`config.mk`:
```
export PLATFORM = sky130hd
export DESIGN_NAME = dbsc_regs
export DESIGN_NICKNAME = d
export VERILOG_FILES = /design/src/rtl/dbsc_pkg.sv /design/src/rtl/dbsc_regs.sv /design/src/rtl/dbsc_bank_decode.sv
export SDC_FILE = /design/constraint.sdc
export NUM_CORES = 1
export LEC_CHECK = 0
export ABC_AREA = 1
export BUFFER_PORTS_ARGS = -buffer_cell sky130_fd_sc_hd__buf_4
export CAP_MARGIN = 20
export CORE_MARGIN = 2
export CORE_UTILIZATION = 55
export DETAILED_ROUTE_END_ITERATION = 8
export PLACE_DENSITY = 0.85
export SYNTH_ARGS = -nofsm -noshare
export SYNTH_HDL_FRONTEND = slang
export SYNTH_HIERARCHICAL = 1
export SYNTH_SLANG_ARGS = --single-unit
export TNS_END_PERCENT = 10
```
`constraint.sdc`:
```
create_clock -name pclk -period 2 [get_ports pclk]
set_clock_uncertainty 0.05 [all_clocks]
set_input_delay 0.1 -clock pclk [delete_from_list [all_inputs] [get_ports pclk]]
set_output_delay 0.1 -clock pclk [all_outputs]
set_load 0.005 [all_outputs]
```
`src/rtl/dbsc_pkg.sv`:
```
// Constants and carrier types for the DRAM bank size configuration block
package dbsc_pkg;

  // Bank count and register count
  localparam int NUM_BANKS = 8;
  localparam int NUM_REGS = 5;

  // Register indexes; byte address on APB is four times the index
  localparam logic [7:0] IDX_BANKS01 = 8'h32;
  localparam logic [7:0] IDX_BANKS23 = 8'h33;
  localparam logic [7:0] IDX_BANKS45 = 8'h34;
  localparam logic [7:0] IDX_BANKS67 = 8'h35;
  localparam logic [7:0] IDX_GEOMETRY = 8'h36;

  // Index table, entry i is register slot i
  localparam logic [4:0][7:0] REG_IDX = {IDX_GEOMETRY, IDX_BANKS67,
    IDX_BANKS45, IDX_BANKS23, IDX_BANKS01};

  // Slot of the asymmetric geometry register
  localparam int GEOM_SLOT = 4;

  // Reset value of every register
  localparam logic [7:0] CFG_RESET = 8'h00;

  // Field layout inside one bank nibble
  localparam int SIZE_LSB = 0;
  localparam int SIZE_W = 3;
  localparam int TYPE_BIT = 3;
  localparam int NIBBLE_W = 4;

  // Size code meaning no memory present
  localparam logic [2:0] SIZE_NONE = 3'h0;

  // Bank addressing geometry, Gray coded
  typedef enum logic [1:0] {
    DBSC_GEOM_SYM = 2'b00,
    DBSC_GEOM_11X9 = 2'b01,
    DBSC_GEOM_12X8 = 2'b11
  } dbsc_geom_t;

  // Decoded configuration of one bank
  typedef struct packed {
    logic present;
    logic [2:0] size_code;
    logic [6:0] size_mb;
    dbsc_geom_t geom;
  } dbsc_bank_cfg_t;

endpackage : dbsc_pkg

```
`src/rtl/dbsc_regs.sv`:
```
// APB register bank holding DRAM bank sizes, types and geometry
//
// The implementer's own choice: register access over APB.
`timescale 1ns/1ns
module dbsc_regs #(
  parameter int ADDR_W = 12
) (
  input wire logic pclk,
  input wire logic presetn,
  input wire logic psel,
  input wire logic penable,
  input wire logic pwrite,
  input wire logic [ADDR_W-1:0] paddr,
  input wire logic [31:0] pwdata,
  input wire logic [3:0] pstrb,
  output logic [31:0] prdata,
  output logic pready,
  output logic pslverr,
  output dbsc_pkg::dbsc_bank_cfg_t [7:0] bank_cfg
);

  //////////////////////////////////////////////////////////////////////////
  // Address decode

  // True when an address is the aligned word of a register index
  function automatic logic idx_hit(input logic [ADDR_W-1:0] a,
                                   input logic [7:0] idx);
    idx_hit = (a[1:0] == 2'b00) && (a[ADDR_W-1:2] == (ADDR_W-2)'(idx));
  endfunction : idx_hit

  // Register storage
  logic [7:0] reg_ff [dbsc_pkg::NUM_REGS];
  // Bus answer flops
  logic pready_ff;
  logic pslverr_ff;
  logic [31:0] prdata_ff;
  // Registered bank outputs
  dbsc_pkg::dbsc_bank_cfg_t [7:0] bank_cfg_ff;

  // Setup phase and committing access phase
  wire logic setup = psel & ~penable;
  wire logic commit = psel & penable & pready_ff;
  wire logic wr_commit = commit & pwrite & pstrb[0];

  // One select per register slot
  wire logic [dbsc_pkg::NUM_REGS-1:0] sel;
  // Read data accumulated across slots
  wire logic [7:0] rd_acc [dbsc_pkg::NUM_REGS+1];
  assign rd_acc[0] = 8'h00;

  genvar gi;
  generate
    for (gi = 0; gi < dbsc_pkg::NUM_REGS; gi++) begin : g_sel
      // Slot decode and read mux chain
      assign sel[gi] = idx_hit(paddr, dbsc_pkg::REG_IDX[gi]);
      assign rd_acc[gi+1] = rd_acc[gi] | (sel[gi] ? reg_ff[gi] : 8'h00);
    end
  endgenerate

  // Any register selected
  wire logic mapped = |sel;
  wire logic [7:0] rd_byte = rd_acc[dbsc_pkg::NUM_REGS];

  //////////////////////////////////////////////////////////////////////////
  // Registers

  generate
    for (gi = 0; gi < dbsc_pkg::NUM_REGS; gi++) begin : g_reg
      // Byte lane zero carries the register, upper lanes are dropped
      always_ff @(posedge pclk or negedge presetn) begin
        if (!presetn) begin
          reg_ff[gi] <= dbsc_pkg::CFG_RESET;
        end else if (wr_commit && sel[gi]) begin
          reg_ff[gi] <= pwdata[7:0];
        end
      end
    end
  endgenerate

  //////////////////////////////////////////////////////////////////////////
  // APB answer

  // Answer prepared in setup so access phase has no wait state
  always_ff @(posedge pclk or negedge presetn) begin
    if (!presetn) begin
      pready_ff <= 1'b0;
      pslverr_ff <= 1'b0;
      prdata_ff <= 32'h0000_0000;
    end else begin
      pready_ff <= setup;
      pslverr_ff <= setup & ~mapped;
      prdata_ff <= (setup & ~pwrite) ? {24'h00_0000, rd_byte} : 32'h0;
    end
  end

  assign pready = pready_ff;
  assign pslverr = pslverr_ff;
  assign prdata = prdata_ff;

  //////////////////////////////////////////////////////////////////////////
  // Bank decode

  // Combinational per-bank settings
  dbsc_pkg::dbsc_bank_cfg_t dec_cfg [dbsc_pkg::NUM_BANKS];

  generate
    for (gi = 0; gi < dbsc_pkg::NUM_BANKS; gi++) begin : g_bank
      // Even banks in low nibble, odd banks in high nibble
      dbsc_bank_decode u_dec (
        .nibble(reg_ff[gi/2][dbsc_pkg::NIBBLE_W*(gi%2) +: 4]),
        .geom_bit(reg_ff[dbsc_pkg::GEOM_SLOT][gi]),
        .cfg(dec_cfg[gi])
      );
    end
  endgenerate

  // Outputs leave from flops; one process owns the whole packed vector
  always_ff @(posedge pclk or negedge presetn) begin
    if (!presetn) begin
      bank_cfg_ff <= '0;
    end else begin
      for (int b = 0; b < dbsc_pkg::NUM_BANKS; b++) begin
        bank_cfg_ff[b] <= dec_cfg[b];
      end
    end
  end

  assign bank_cfg = bank_cfg_ff;

  //////////////////////////////////////////////////////////////////////////
  // Checks

  // Expected megabytes for bank 0 from its stored code
  wire logic [2:0] chk_code0 = reg_ff[0][2:0];
  wire logic [6:0] chk_mb0 = (chk_code0 == 3'h0) ? 7'h00 :
    (7'h01 << (chk_code0 - 3'h1));

  chk_size_decode: assert property (
    @(posedge pclk) disable iff (!presetn)
    ##1 (bank_cfg_ff[0].size_mb == $past(chk_mb0)) &&
        (bank_cfg_ff[0].present == ($past(chk_code0) != 3'h0)))
    else $error("bank 0 size decode wrong");

  chk_bank01_layout: assert property (
    @(posedge pclk) disable iff (!presetn)
    (wr_commit && sel[0]) |-> ##2
      (bank_cfg_ff[1].size_code == $past(pwdata[6:4], 2)) &&
      (bank_cfg_ff[0].size_code == $past(pwdata[2:0], 2)))
    else $error("banks 0 and 1 layout wrong");

  chk_bank23_layout: assert property (
    @(posedge pclk) disable iff (!presetn)
    (wr_commit && sel[1]) |-> ##2
      (bank_cfg_ff[3].size_code == $past(pwdata[6:4], 2)) &&
      (bank_cfg_ff[2].size_code == $past(pwdata[2:0], 2)))
    else $error("banks 2 and 3 layout wrong");

  chk_bank45_layout: assert property (
    @(posedge pclk) disable iff (!presetn)
    (wr_commit && sel[2]) |-> ##2
      (bank_cfg_ff[5].size_code == $past(pwdata[6:4], 2)) &&
      (bank_cfg_ff[4].size_code == $past(pwdata[2:0], 2)))
    else $error("banks 4 and 5 layout wrong");

  chk_bank67_layout: assert property (
    @(posedge pclk) disable iff (!presetn)
    (wr_commit && sel[3]) |-> ##2
      (bank_cfg_ff[7].size_code == $past(pwdata[6:4], 2)) &&
      (bank_cfg_ff[6].size_code == $past(pwdata[2:0], 2)))
    else $error("banks 6 and 7 layout wrong");

  chk_geom_select: assert property (
    @(posedge pclk) disable iff (!presetn)
    (reg_ff[0][3] && $stable(reg_ff[0]) && $stable(reg_ff[4])) |=>
      (bank_cfg_ff[0].geom == ($past(reg_ff[4][0]) ?
        dbsc_pkg::DBSC_GEOM_12X8 : dbsc_pkg::DBSC_GEOM_11X9)))
    else $error("bank 0 geometry wrong");

  chk_sym_ignores: assert property (
    @(posedge pclk) disable iff (!presetn)
    (!reg_ff[1][7]) |=> (bank_cfg_ff[3].geom == dbsc_pkg::DBSC_GEOM_SYM))
    else $error("symmetric bank 3 shows geometry");

  chk_reset_clear: assert property (
    @(posedge pclk) disable iff (!presetn)
    !$past(presetn) |-> (bank_cfg_ff == '0) && (reg_ff[4] == 8'h00))
    else $error("state not clear after reset");

  chk_apb_answer: assert property (
    @(posedge pclk) disable iff (!presetn)
    setup |=> pready && (pslverr == !$past(mapped)) ##1 !pready)
    else $error("bus answer timing wrong");

  // A write without lane zero strobe leaves the register alone
  chk_strobe_ignored: assert property (
    @(posedge pclk) disable iff (!presetn)
    (commit && pwrite && !pstrb[0] && sel[0]) |=>
      (reg_ff[0] == $past(reg_ff[0])))
    else $error("write without lane strobe changed a register");

  // Refused reads flag an error and return zero
  chk_refused_read: assert property (
    @(posedge pclk) disable iff (!presetn)
    (setup && !pwrite && !mapped) |=> pslverr && (prdata == 32'h0))
    else $error("refused read returned data");

  // Geometry register reads back what is stored
  chk_read_geometry: assert property (
    @(posedge pclk) disable iff (!presetn)
    (setup && !pwrite && sel[dbsc_pkg::GEOM_SLOT]) |=>
      (prdata == {24'h00_0000, $past(reg_ff[dbsc_pkg::GEOM_SLOT])}))
    else $error("geometry register read back wrong");

  // Asymmetric bank with geometry bit set uses 12 rows by 8 columns
  chk_bank5_geometry: assert property (
    @(posedge pclk) disable iff (!presetn)
    (reg_ff[2][7] && reg_ff[4][5]) |=>
      (bank_cfg_ff[5].geom == dbsc_pkg::DBSC_GEOM_12X8))
    else $error("asymmetric bank 5 geometry wrong");

  // Largest size code gives 64 megabytes
  chk_size_top: assert property (
    @(posedge pclk) disable iff (!presetn)
    (reg_ff[0][6:4] == 3'h7) |=> (bank_cfg_ff[1].size_mb == 7'h40))
    else $error("bank 1 largest size wrong");

endmodule : dbsc_regs

```
`src/rtl/dbsc_bank_decode.sv`:
```
// Decoder turning one bank nibble and geometry bit into bank settings
`timescale 1ns/1ns
module dbsc_bank_decode (
  input wire logic [3:0] nibble,
  input wire logic geom_bit,
  output dbsc_pkg::dbsc_bank_cfg_t cfg
);

  // Size code and type flag out of the nibble
  wire logic [2:0] size_code = nibble[dbsc_pkg::SIZE_LSB +: dbsc_pkg::SIZE_W];
  wire logic type_asym = nibble[dbsc_pkg::TYPE_BIT];

  // Zero means absent, else megabytes double per code step
  wire logic present = (size_code != dbsc_pkg::SIZE_NONE);
  wire logic [6:0] size_mb = present ?
    (7'h01 << (size_code - 3'h1)) : 7'h00;

  // Symmetric banks ignore the geometry bit
  wire dbsc_pkg::dbsc_geom_t geom = !type_asym ? dbsc_pkg::DBSC_GEOM_SYM :
    (geom_bit ? dbsc_pkg::DBSC_GEOM_12X8 :
     dbsc_pkg::DBSC_GEOM_11X9);

  // Pack the result
  assign cfg = '{present: present, size_code: size_code,
                 size_mb: size_mb, geom: geom};

endmodule : dbsc_bank_decode

```
### After elaboration in Yosys (flattened, before gate mapping)

Cells that the tools add are included.

| word-level totals | value |
|---|---|
| flip-flop bits (word level) | 154 |
| output and inout bits | 138 |
| word-level logic and storage cells | 125 |

| operators by class | value |
|---|---|
| add/subtract/negate cells | 8 |
| equal/unequal tests | 5 |
| shift-type cells | 8 |
| muxes and demuxes | 30 |
| bitwise gates (word level) | 14 |
| reductions and logical operators | 20 |

Operators with widths:

| operator | count |
|---|---|
| 7-bit 2-to-1 mux | 8 |
| 1-bit by 3-bit << shifter with 7-bit output, first input constant | 8 |
| 10-bit by 6-bit == test with 1-bit output, second input constant | 5 |
| 8-bit 2-to-1 mux | 6 |
| 2-bit 2-to-1 mux | 16 |
| 8-bit OR | 4 |
| 3-bit nonzero test | 8 |
| 3-bit by 1-bit subtractor with 3-bit output, second input constant | 8 |
| 1-bit logical AND | 10 |
| 1-bit AND | 7 |
| 5-bit OR reduction | 1 |
| 1-bit inverter | 3 |
| 2-bit logical NOT | 1 |

### Depth between registers and ports, before layout

Gate-level depths: netlist of run 1.

| depth | value |
|---|---|
| word-level depth | 8 |
| gate-level depth with buffers | 10 |
| depth with buffers taken out | 8 |

### By module

The synthesis of run 1 kept the hierarchy.

By module, submodules not included:

| module | instances | cells an instance | area each (sq um) |
|---|---|---|---|
| dbsc_regs | 1 | 388 | 5315.1 |
| dbsc_bank_decode | 8 | 22 | 102.6 |

### Worst setup path after synthesis of run 1

Ideal clock, no wire load.

| timing path | value |
|---|---|
| kind | flip-flop to flip-flop |
| from | register pready_ff, in the netlist pready |
| to | register reg_ff[38] in the netlist's numbering |
| setup time | 0.124 ns |
| arrival time | 1.130 ns |
| data required time | 1.826 ns |
| slack | 0.695 ns |
| cell stages (with the launch flop) | 7 |
| buffers on the path | 1 |
| clock period less this slack | 1.305 ns |
| path through | dfrtp_1 > nand3_1 > nor2_4 > nand3_4 > buf_6 > nand2_1 > o21ai_2 |

| on the way | value |
|---|---|
| longest elaborated chain between the ends | 4 |

RTL lines:

| element | line | RTL |
|---|---|---|
| from (decl) | dbsc_regs.sv:34 | `logic pready_ff;` |
| from (signal assigned) | dbsc_regs.sv:90 | `pready_ff <= setup;` |
| 1-bit AND | dbsc_regs.sv:42 | `wire logic commit = psel & penable & pready_ff;` |
| 1-bit AND (2 in a row) | dbsc_regs.sv:43 | `wire logic wr_commit = commit & pwrite & pstrb[0];` |
| 1-bit logical AND | dbsc_regs.sv:73 | `end else if (wr_commit && sel[gi]) begin` |
| to (signal, indexed assignment) | dbsc_regs.sv:72 | `reg_ff[gi] <= dbsc_pkg::CFG_RESET;` |
| to (signal, indexed assignment) | dbsc_regs.sv:74 | `reg_ff[gi] <= pwdata[7:0];` |
| to (decl) | dbsc_regs.sv:32 | `logic [7:0] reg_ff [dbsc_pkg::NUM_REGS];` |

Every way passes these cells.
A chain may end at the register's enable or synchronous reset.

### Worst setup path after layout of run 1

| timing path | value |
|---|---|
| from | register pready_ff, in the netlist pready |
| to | register reg_ff[15] in the netlist's numbering |

The elaborated chain is that of the path after synthesis.

==> impl_metrics.json, run 1 <==
{
  "grt.busiest_layer": "met2",
  "cp_num_buf_inv": 0,
  "synth-edff-count": 0,
  "setup_viol": 0,
  "dpl.hpwl_um": 8480,
  "clkTransAtPathRegs_ns": 0.07,
  "start_kind": "flop",
  "ys_async_sr_fraction_pct": 100,
  "synth_fa_ha_area_share_pct": 0,
  "grt_pass1_wl_um": 19000,
  "slowest_delay_ns": 0.36,
  "htree_levels": 4,
  "drcViolationCount": 0,
  "ff2ff_path_depth": 5,
  "min_period_ns": 1.48,
  "synth_mux_area_share_pct": 0,
  "ant_nets": 0,
  "syn_area_per_cell_sq_um": 10.9,
  "outcome": "finished clean",
  "cts_tree": "built",
  "synth.yosys.seq_area_share_pct": 62.8,
  "hold_slack_ns": 0.0118,
  "final_layout_size_suffix_gt1_share_pct": 34.8,
  "track_usage_pct": 21.1,
  "cts_buffers": 17,
  "crit_path_end_kind": "flop",
  "synth_warnings": 6,
  "tns_ns": 0,
  "slew_viol_final": 0,
  "ys_ff_latch": 154,
  "yosysMostFrequentCell": "dfrtp_1",
  "grt_pass1_vias": 3887,
  "p_leak_nw": 4.13,
  "worstPathRequired_ns": 2.33,
  "rows": 38,
  "synth_compound_area_share_pct": 5.65,
  "antenna_found_initial": 0,
  "drt_wl_total_um": 12000,
  "die_width_um": 110,
  "gp_congestion": 0.921,
  "synthTopCellsByCount": "154 x dfrtp_1, 95 x nand2_1, 76 x nor2_1",
  "start_util_pct": 56.6,
  "hold_viol": 0,
  "wl_per_cell_um": 14.3,
  "worstSkewPairLatency_ns": 0.51,
  "fmaxAchievable_mhz": 675,
  "area_growth_pct": 24.1,
  "critPathKind": "reg -> reg",
  "ys_types": 21,
  "rsz0062_at_grt": "false",
  "synth_area_leaders": "dfrtp_1 63%, buf_4 8.0%, nand2_1 5.8%",
  "synth-simple-area-share_pct": 19.0,
  "cts-root-buf": "clkbuf_8",
  "gr-total-overflow": 0,
  "synth_area_leader_cell": "dfrtp_1",
  "cts_buffer_depth": 2,
  "die_h_um": 110,
  "grt_max_degree": 65,
  "fp.dieArea_sq_um": 12000,
  "firstDrtPassIters": 6,
  "layout.nets": 739,
  "synthCells": 564,
  "crit_cells": 5,
  "critPathTopFamily": "simple AND/OR/NAND/NOR gates",
  "pin_count": 191,
  "synth_ff_type": "dfrtp_1",
  "use_met3_pct": 4.56,
  "ir_drop_uv": 564,
  "post_drt_via_cell_ratio": 4.82,
  "power.density_nw_per_um2": 852,
  "synth_top_family_by_area": "simple AND/OR/NAND/NOR gates",
  "synthXorXnorAreaFrac_pct": 0,
  "syn_area_sq_um": 6140,
  "grt_use_met2_pct": 36.9,
  "core-area_sq_um": 10800,
  "met1_usage_pct": 25.8,
  "hp-class": "in -> async",
  "clock_sinks": 154,
  "path_max_fanout": 16,
  "crit_chain": "nand3_1, nor2_4, nand3_4, nand2_1, o21ai_2",
  "port_buffers": 139,
  "worstPathArrival_ns": 1.82,
  "drtIter0Drc": 203,
  "cap_violations": 0,
  "utilization_pct": 70.3,
  "cp_slowest_cell": "dfrtp_1",
  "vias": 4048,
  "diodes": 0,
  "timing.final.crit_share_pct": 74.1,
  "netlist.area_leader.share_pct": 62.8
}
timing repair:
item | 4_1_cts | 5_1_grt
hold buffers | 11 | 0
gates resized for setup | 0 | 0
setup buffers | 0 | 0
setup endpoints to repair | 0 | 0
hold endpoints to repair | 196 | 0
power by group:
group	leakage [nW]	internal (mW)	switching, mW
Combinational	1.71	0.0664	0.138
Clock	0.276	1.94	1.23
Sequential	2.15	3.12	0.00147
flip-flops by register name, indices dropped and copies added (netlist names):
| signal | flops |
|---|---|
| pready | 1 |
| pslverr | 1 |
| chk_code0 | 3 |
| prdata | 8 |
| reg_ff | 37 |
| bank_cfg | 104 |
path summary, 6_finish.rpt:
path	startpoint	to	slack, ns
setup / recovery	pready$_DFF_PN0_	reg_ff[15]$_DFFE_PN0P_	0.52
hold / removal	presetn	bank_cfg[48]$_DFF_PN0_	0.01
setup reg to reg	pready$_DFF_PN0_	reg_ff[15]$_DFFE_PN0P_	0.52
hold reg to reg	reg_ff[31]$_DFFE_PN0P_	bank_cfg[39]$_DFF_PN0_	0.39
max in group asynchronous	presetn	chk_code0[0]$_DFFE_PN0P_	1.24
min in group pclk	paddr[3]	pslverr$_DFF_PN0_	0.04
metrics by stage:
stage	setup WS [ns]	power (mW)	std cells	cell area (sq um)
CTS	0.506	6.53	839	7620
global route	0.402	6.71	839	7620
global placement	0.518	3.36	796	6910
detailed placement	0.493	3.37	796	6910
floorplan	0.695	3.27	587	6220
finish	0.518	6.49	839	7620
final cells by class:
type,count,area [sq um]
sequential,154,3850
fill,774,3220
inverter,46,173
timing repair buffer,154,1210
clock inverter,14,171
tap,140,175
clock buffer,18,428
multi-input combinational,313,1600
per-layer routing:
metal | share of wire, % | vias to the layer above
li1 | - | 1935
met1 | 40 | 1937
met2 | 53 | 160
met3 | 5.6 | 16
met4 | 1.5 | 0
met5 | 0 | -
cell families after synthesis:
family,count (synthesis)
flops,154
buf+inv,120
other cells,1
compound gates,40
simple gates,249
cells in the final DEF (no fill, tap or decap), types with 2 or more instances in the layout:
cell type / instances
buf_12: 2
buf_4: 140
bufinv_16: 3
clkbuf_16: 16
clkbuf_8: 2
clkinv_2: 2
clkinvlp_4: 6
conb_1: 24
dfrtp_1: 154
dlygate4sd3_1: 11
inv_1: 37
inv_2: 9
inv_6: 2
nand2_1: 95
nand2_2: 3
nand3_1: 56
nand3_2: 2
nand3_4: 4
nor2_1: 76
nor2_4: 7
nor3_1: 2
o21ai_2: 39
Note: power is estimated with default switching activity, not from simulation.
==> run 2, diff against run 1 <==
--- a/config.mk
+++ b/config.mk
@@ -9,9 +9,9 @@
 export BUFFER_PORTS_ARGS = -buffer_cell sky130_fd_sc_hd__buf_4
 export CAP_MARGIN = 20
 export CORE_MARGIN = 2
-export CORE_UTILIZATION = 55
+export CORE_UTILIZATION = 46
 export DETAILED_ROUTE_END_ITERATION = 8
-export PLACE_DENSITY = 0.85
+export PLACE_DENSITY = 0.76
 export SYNTH_ARGS = -nofsm -noshare
 export SYNTH_HDL_FRONTEND = slang
 export SYNTH_HIERARCHICAL = 1
==> constraint.sdc (replaced) <==
create_clock -name pclk -period 1.35 [get_ports pclk]
set_clock_uncertainty 0.05 [all_clocks]
set_input_delay 0.0675 -clock pclk [delete_from_list [all_inputs] [get_ports pclk]]
set_output_delay 0.0675 -clock pclk [all_outputs]
set_load 0.005 [all_outputs]
==> impl_metrics.json, run 2 (synthesis results as in run 1) <==
{
  "outcome": "finished, violations left",
  "violations": "setup timing",
  "start_util_pct": 46.7,
  "drcViolationCount": 0,
  "grt_pass1_wl_um": 19500,
  "clock_sinks": 154,
  "track_usage_pct": 17.6,
  "area_growth_pct": 25.9,
  "min_period_ns": 1.37,
  "rows": 42,
  "worstPathArrival_ns": 1.65,
  "slew_viol_final": 0,
  "hp-class": "in -> reg",
  "path_max_fanout": 9,
  "antenna_found_initial": 0,
  "post_drt_via_cell_ratio": 4.66,
  "dpl.cell_count": 839,
  "r2r-start": "pready$_DFF_PN0_",
  "grt_pass1_vias": 3996,
  "setup_viol": 19,
  "final_cell_mix": "154 x dfrtp_1, 142 x buf_4, 95 x nand2_1, 76 x nor2_1, 56 x nand3_1",
  "cts_buffers": 17,
  "p_leak_nw": 4.15,
  "ff2ff_path_depth": 5,
  "worstPathRequired_ns": 1.63,
  "met1_usage_pct": 21.6,
  "finalNonFillerCells": 878,
  "layout_commonest_cell": "dfrtp_1",
  "final_layout_size_suffix_gt1_share_pct": 35.8,
  "utilization_pct": 58.8,
  "hold_start": "pwdata[1]",
  "cts-root-buf": "clkbuf_16",
  "die_h_um": 119,
  "firstDrtPassIters": 5,
  "crit_path_end_kind": "flop",
  "pin_count": 191,
  "reg2reg_slack_ns": -0.02,
  "grt_use_met2_pct": 30.0,
  "grt.busiest_layer": "met2",
  "worst_slack_ns": -0.0182,
  "cts_buffer_depth": 2,
  "htree_levels": 4,
  "wl_per_cell_um": 14.1,
  "fmaxAchievable_mhz": 731,
  "holdPathStages": 3,
  "post_cts_buffers": 0,
  "largest_register_ffs": 104,
  "start_kind": "flop",
  "cts_tree": "built",
  "hold_viol": 0,
  "postCtsResizedCells": 0,
  "drtIter0Drc": 351,
  "grt_max_degree": 42,
  "worstSkewPairLatency_ns": 0.41,
  "critPathKind": "reg -> reg",
  "gp_congestion": 0.870,
  "port_buffers": 139,
  "clkTransAtPathRegs_ns": 0.06,
  "ant_nets": 0,
  "vias": 4091,
  "cap_violations": 0,
  "whs_endpoint": "reg_ff[9]$_DFFE_PN0P_",
  "timing.final.crit_share_pct": 101,
  "use_met3_pct": 4.23,
  "rsz0062_at_grt": "true",
  "gr-total-overflow": 0,
  "layout.nets": 743,
  "ir_drop_uv": 748,
  "drt_wl_total_um": 12400,
  "fp.dieArea_sq_um": 14300,
  "dpl.hpwl_um": 8650,
  "r2r-end": "chk_code0[1]$_DFFE_PN0P_",
  "die_width_um": 119,
  "power.density_nw_per_um2": 1230,
  "core-area_sq_um": 13100,
  "diodes": 0
}
## run 2: cell count changes in the layout (fill, tap and decap cells not counted), sizes merged
cell,delta
clkinvlp,-3
clkbuf,+3
dlygate4sd3,-7
nand3,+4
buf,+7
bufinv,-1
inv,-1
clkinv,+1
## run 2: how the worst max path moves through the flow
stage / from / to / slack (ns) / cells after the start
after floorplan: pready$_DFF_PN0_ / reg_ff[38]$_DFFE_PN0P_ / 0.05 / 6
after global placement: paddr[9] / reg_ff[4]$_DFFE_PN0P_ / 0.02 / 8
after detailed placement: paddr[1] / chk_code0[2]$_DFFE_PN0P_ / -0.03 / 7
after CTS: pready$_DFF_PN0_ / reg_ff[14]$_DFFE_PN0P_ / -0.02 / 6
after global routing: pready$_DFF_PN0_ / reg_ff[30]$_DFFE_PN0P_ / -0.12 / 5
final: pready$_DFF_PN0_ / chk_code0[1]$_DFFE_PN0P_ / -0.02 / 5
## run 2: what timing repair did
| item | 4_1_cts | 5_1_grt |
|---|---|---|
| gates cloned | 1 | 3 |
| setup endpoints to repair | 3 | 32 |
| hold buffers | 4 | 0 |
| hold endpoints to repair | 160 | 0 |
| pin swaps | 0 | 0 |
## run 2: area by class of cell
type,instances,area (sq um)
clock buffer,21,460
clock inverter,10,119
fill,1109,5410
inverter,46,173
multi-input combinational,317,1640
sequential,154,3850
tap,176,220
timing repair buffer,154,1260
## run 2: routing by layer
metal | share of wire [%] | up-vias | wire, um
li1 | - | 1948 | -
met1 | 41 | 1972 | 5090
met5 | 0 | - | 0
met3 | 5.5 | 17 | 685
met4 | 1.8 | 0 | 221
met2 | 52 | 154 | 6410
## run 2: through the flow
step                      hold WS (ns)  setup WS [ns]  TNS, ns  power [mW]  cell area [sq um]
after floorplan                 -0.278         0.0452        0        4.84               6220
after global placement         -0.0680         0.0233        0        4.99               7070
after detailed placement       -0.0608        -0.0327   -0.557        5.00               7070
after CTS                      0.00136        -0.0157  -0.0199        9.60               7700
after global routing            0.0177         -0.123    -3.18        9.81               7730
final                           0.0115        -0.0182   -0.115        9.49               7730
## run 2: power breakdown
group / total [mW] / switching [mW] / internal [mW]
clock network: 4.56 / 1.75 / 2.81
logic: 0.302 / 0.203 / 0.0980
registers: 4.62 / 0.00207 / 4.62
## run 2: worst max-delay path, cell delays in order, from the launching register on
cell and delay [ns]:
dfrtp_1 0.36, nand3_1 0.12, nor2_4 0.12, buf_12 0.17, nand3_2 0.25, o21ai_2 0.21
==> run 3, diff against run 2 <==
--- a/config.mk
+++ b/config.mk
@@ -9,9 +9,10 @@
 export BUFFER_PORTS_ARGS = -buffer_cell sky130_fd_sc_hd__buf_4
 export CAP_MARGIN = 20
 export CORE_MARGIN = 2
-export CORE_UTILIZATION = 46
+export CORE_UTILIZATION = 40
 export DETAILED_ROUTE_END_ITERATION = 8
-export PLACE_DENSITY = 0.76
+export PLACE_DENSITY = 0.67
+export RECOVER_POWER = 100
 export SYNTH_ARGS = -nofsm -noshare
 export SYNTH_HDL_FRONTEND = slang
 export SYNTH_HIERARCHICAL = 1
==> impl_metrics.json, run 3 (synthesis results as in run 1) <==
{
  "min_period_ns": 1.37,
  "ff2ff_path_depth": 5,
  "clkTransAtPathRegs_ns": 0.06,
  "startpoint": "pready$_DFF_PN0_",
  "wl_per_cell_um": 14.1,
  "dpl.hpwl_um": 8980,
  "fmaxAchievable_mhz": 731,
  "start_util_pct": 40.7,
  "hold_viol": 0,
  "drt_wl_total_um": 12600,
  "path_max_fanout": 9,
  "htree_levels": 4,
  "clock_sinks": 154,
  "cts_buffer_depth": 2,
  "critPathKind": "reg -> reg",
  "gr-total-overflow": 0,
  "area_growth_pct": 26.0,
  "fp.dieArea_sq_um": 16300,
  "endpoint": "reg_ff[5]$_DFFE_PN0P_",
  "worst_slack_ns": -0.0180,
  "p_leak_nw": 4.07,
  "grt_pass1_vias": 3910,
  "port_buffers": 139,
  "gp_congestion": 0.812,
  "power.switching_mw": 1.99,
  "finalNonFillerCells": 896,
  "drcViolationCount": 0,
  "slew_viol_final": 0,
  "largest_register_ffs": 104,
  "drtIter0Drc": 211,
  "dpl.cell_count": 852,
  "grt.busiest_layer": "met2",
  "firstDrtPassIters": 5,
  "setup_viol": 19,
  "sequentialPowerShare_pct": 49.0,
  "fillCellCount": 1368,
  "intPower_mw": 7.44,
  "die_width_um": 128,
  "track_usage_pct": 15.7,
  "timing.final.crit_share_pct": 101,
  "pin_count": 191,
  "rows": 45,
  "die_h_um": 128,
  "grt_max_degree": 46,
  "layout_commonest_cell": "dfrtp_1",
  "comb_power_share_pct": 3.2,
  "layout.nets": 748,
  "grt_pass1_wl_um": 19600,
  "cap_violations": 0,
  "power.share.switching_pct": 21.1,
  "vias": 4102,
  "crit_path_end_kind": "flop",
  "max_slew_margin_pct": 57.4,
  "use_met3_pct": 3.80,
  "antenna_found_initial": 0,
  "core-area_sq_um": 15100,
  "outcome": "finished, violations left",
  "diodes": 0,
  "worstPathArrival_ns": 1.65,
  "cts_buffers": 17,
  "tns_ns": -0.153,
  "cts-root-buf": "clkbuf_16",
  "violations": "setup timing",
  "r2r-start": "pready$_DFF_PN0_",
  "post_drt_via_cell_ratio": 4.58,
  "worstSkewPairLatency_ns": 0.41,
  "cts_tree": "built",
  "final_layout_size_suffix_gt1_share_pct": 33.6,
  "start_kind": "flop",
  "grt_use_met2_pct": 26.2,
  "final_cell_mix": "154 x dfrtp_1, 109 x clkbuf_4, 95 x nand2_1, 76 x nor2_1, 56 x nand3_1",
  "power_frac_clock_pct": 47.8,
  "r2r-end": "reg_ff[5]$_DFFE_PN0P_",
  "worst-slew-pin-transition_ns": 0.639,
  "power.density_nw_per_um2": 1220,
  "worstPathRequired_ns": 1.63,
  "reg2reg_slack_ns": -0.02,
  "ir_drop_uv": 847,
  "ant_nets": 0,
  "met1_usage_pct": 20.2,
  "rsz0062_at_grt": "true",
  "hp-class": "in -> reg"
}
==> run 3: cell types whose count changed in the layout (fill, tap and decap cells not counted), moves of 2 or more <==
| cell | delta |
|---|---|
| clkbuf_2 | +2 |
| buf_4 | -117 |
| clkinv_2 | +2 |
| dlygate4sd3_1 | +4 |
| clkbuf_8 | +2 |
| clkbuf_1 | +7 |
| inv_1 | +8 |
| buf_12 | -2 |
| clkbuf_4 | +109 |
| inv_2 | -8 |
==> run 3: how the worst min path moves through the flow <==
stage	depth (start not counted)	from	endpoint	slack (ns)
final	3	pwdata[0]	chk_code0[0]$_DFFE_PN0P_	0.02
after global placement	1	presetn	bank_cfg[83]$_DFF_PN0_	-0.02
after floorplan	0	presetn	bank_cfg[0]$_DFF_PN0_	-0.28
after detailed placement	1	presetn	bank_cfg[85]$_DFF_PN0_	-0.01
after CTS	3	pwdata[0]	reg_ff[24]$_DFFE_PN0P_	0.004
after global routing	3	pwdata[0]	reg_ff[24]$_DFFE_PN0P_	0.03
==> run 3: through the flow <==
step           hold slack (ns)  instance area (sq um)  power [mW]  util [%]  setup WS (ns)
3_3_place_gp           -0.0247                   7090        5.00      47.0         0.0144
5_1_grt                 0.0288                   7730        9.77      51.2        -0.0688
2_1_floorplan           -0.278                   6220        4.84         -         0.0452
6_report                0.0160                   7730        9.43      51.2        -0.0180
4_1_cts                0.00387                   7750        9.55      51.4        0.00195
3_5_place_dp           -0.0144                   7090        5.01      47.0        -0.0667
==> run 3: metal layers <==
metal	part of all wire (%)	up-vias	wire (um)
met5	0	-	0
met4	0.99	0	125
met3	5.5	7	688
met2	51	146	6380
met1	43	1993	5400
li1	-	1956	-
==> run 3: power by group through the flow <==
| stage | sequential [mW] | combinational (mW) | clock, mW |
|---|---|---|---|
| after floorplan | 4.71 | 0.138 | 0 |
| after global placement | 4.71 | 0.292 | 0 |
| after detailed placement | 4.71 | 0.301 | 0 |
| after CTS | 4.62 | 0.321 | 4.60 |
| after global routing | 4.62 | 0.344 | 4.80 |
| final | 4.62 | 0.300 | 4.51 |
==> run 3: area by class of cell <==
class | count | area [sq um] | share of cell area, %
Multi-Input combinational cell | 317 | 1650 | 21.3
Sequential cell | 154 | 3850 | 49.9
Tap cell | 188 | 235 | 3.04
Clock inverter | 10 | 91.3 | 1.18
Inverter | 46 | 173 | 2.23
Clock buffer | 22 | 484 | 6.26
Timing Repair Buffer | 159 | 1240 | 16.1
==> run 3: critical path, stage by stage, from the launching register on <==
cell and delay, ns:
dfrtp_1 0.36, nand3_1 0.12, nor2_4 0.12, buf_12 0.17
nand3_2 0.26, o21ai_1 0.20
==> run 3: repair_timing <==
action / CTS / global route
hold buffers: 8 / 0
setup buffers: 0 / 0
gates cloned: 1 / 3
endpoints found under the hold margin: 175 / 0
setup endpoints to repair: 1 / 32
gates resized for setup: 0 / 1
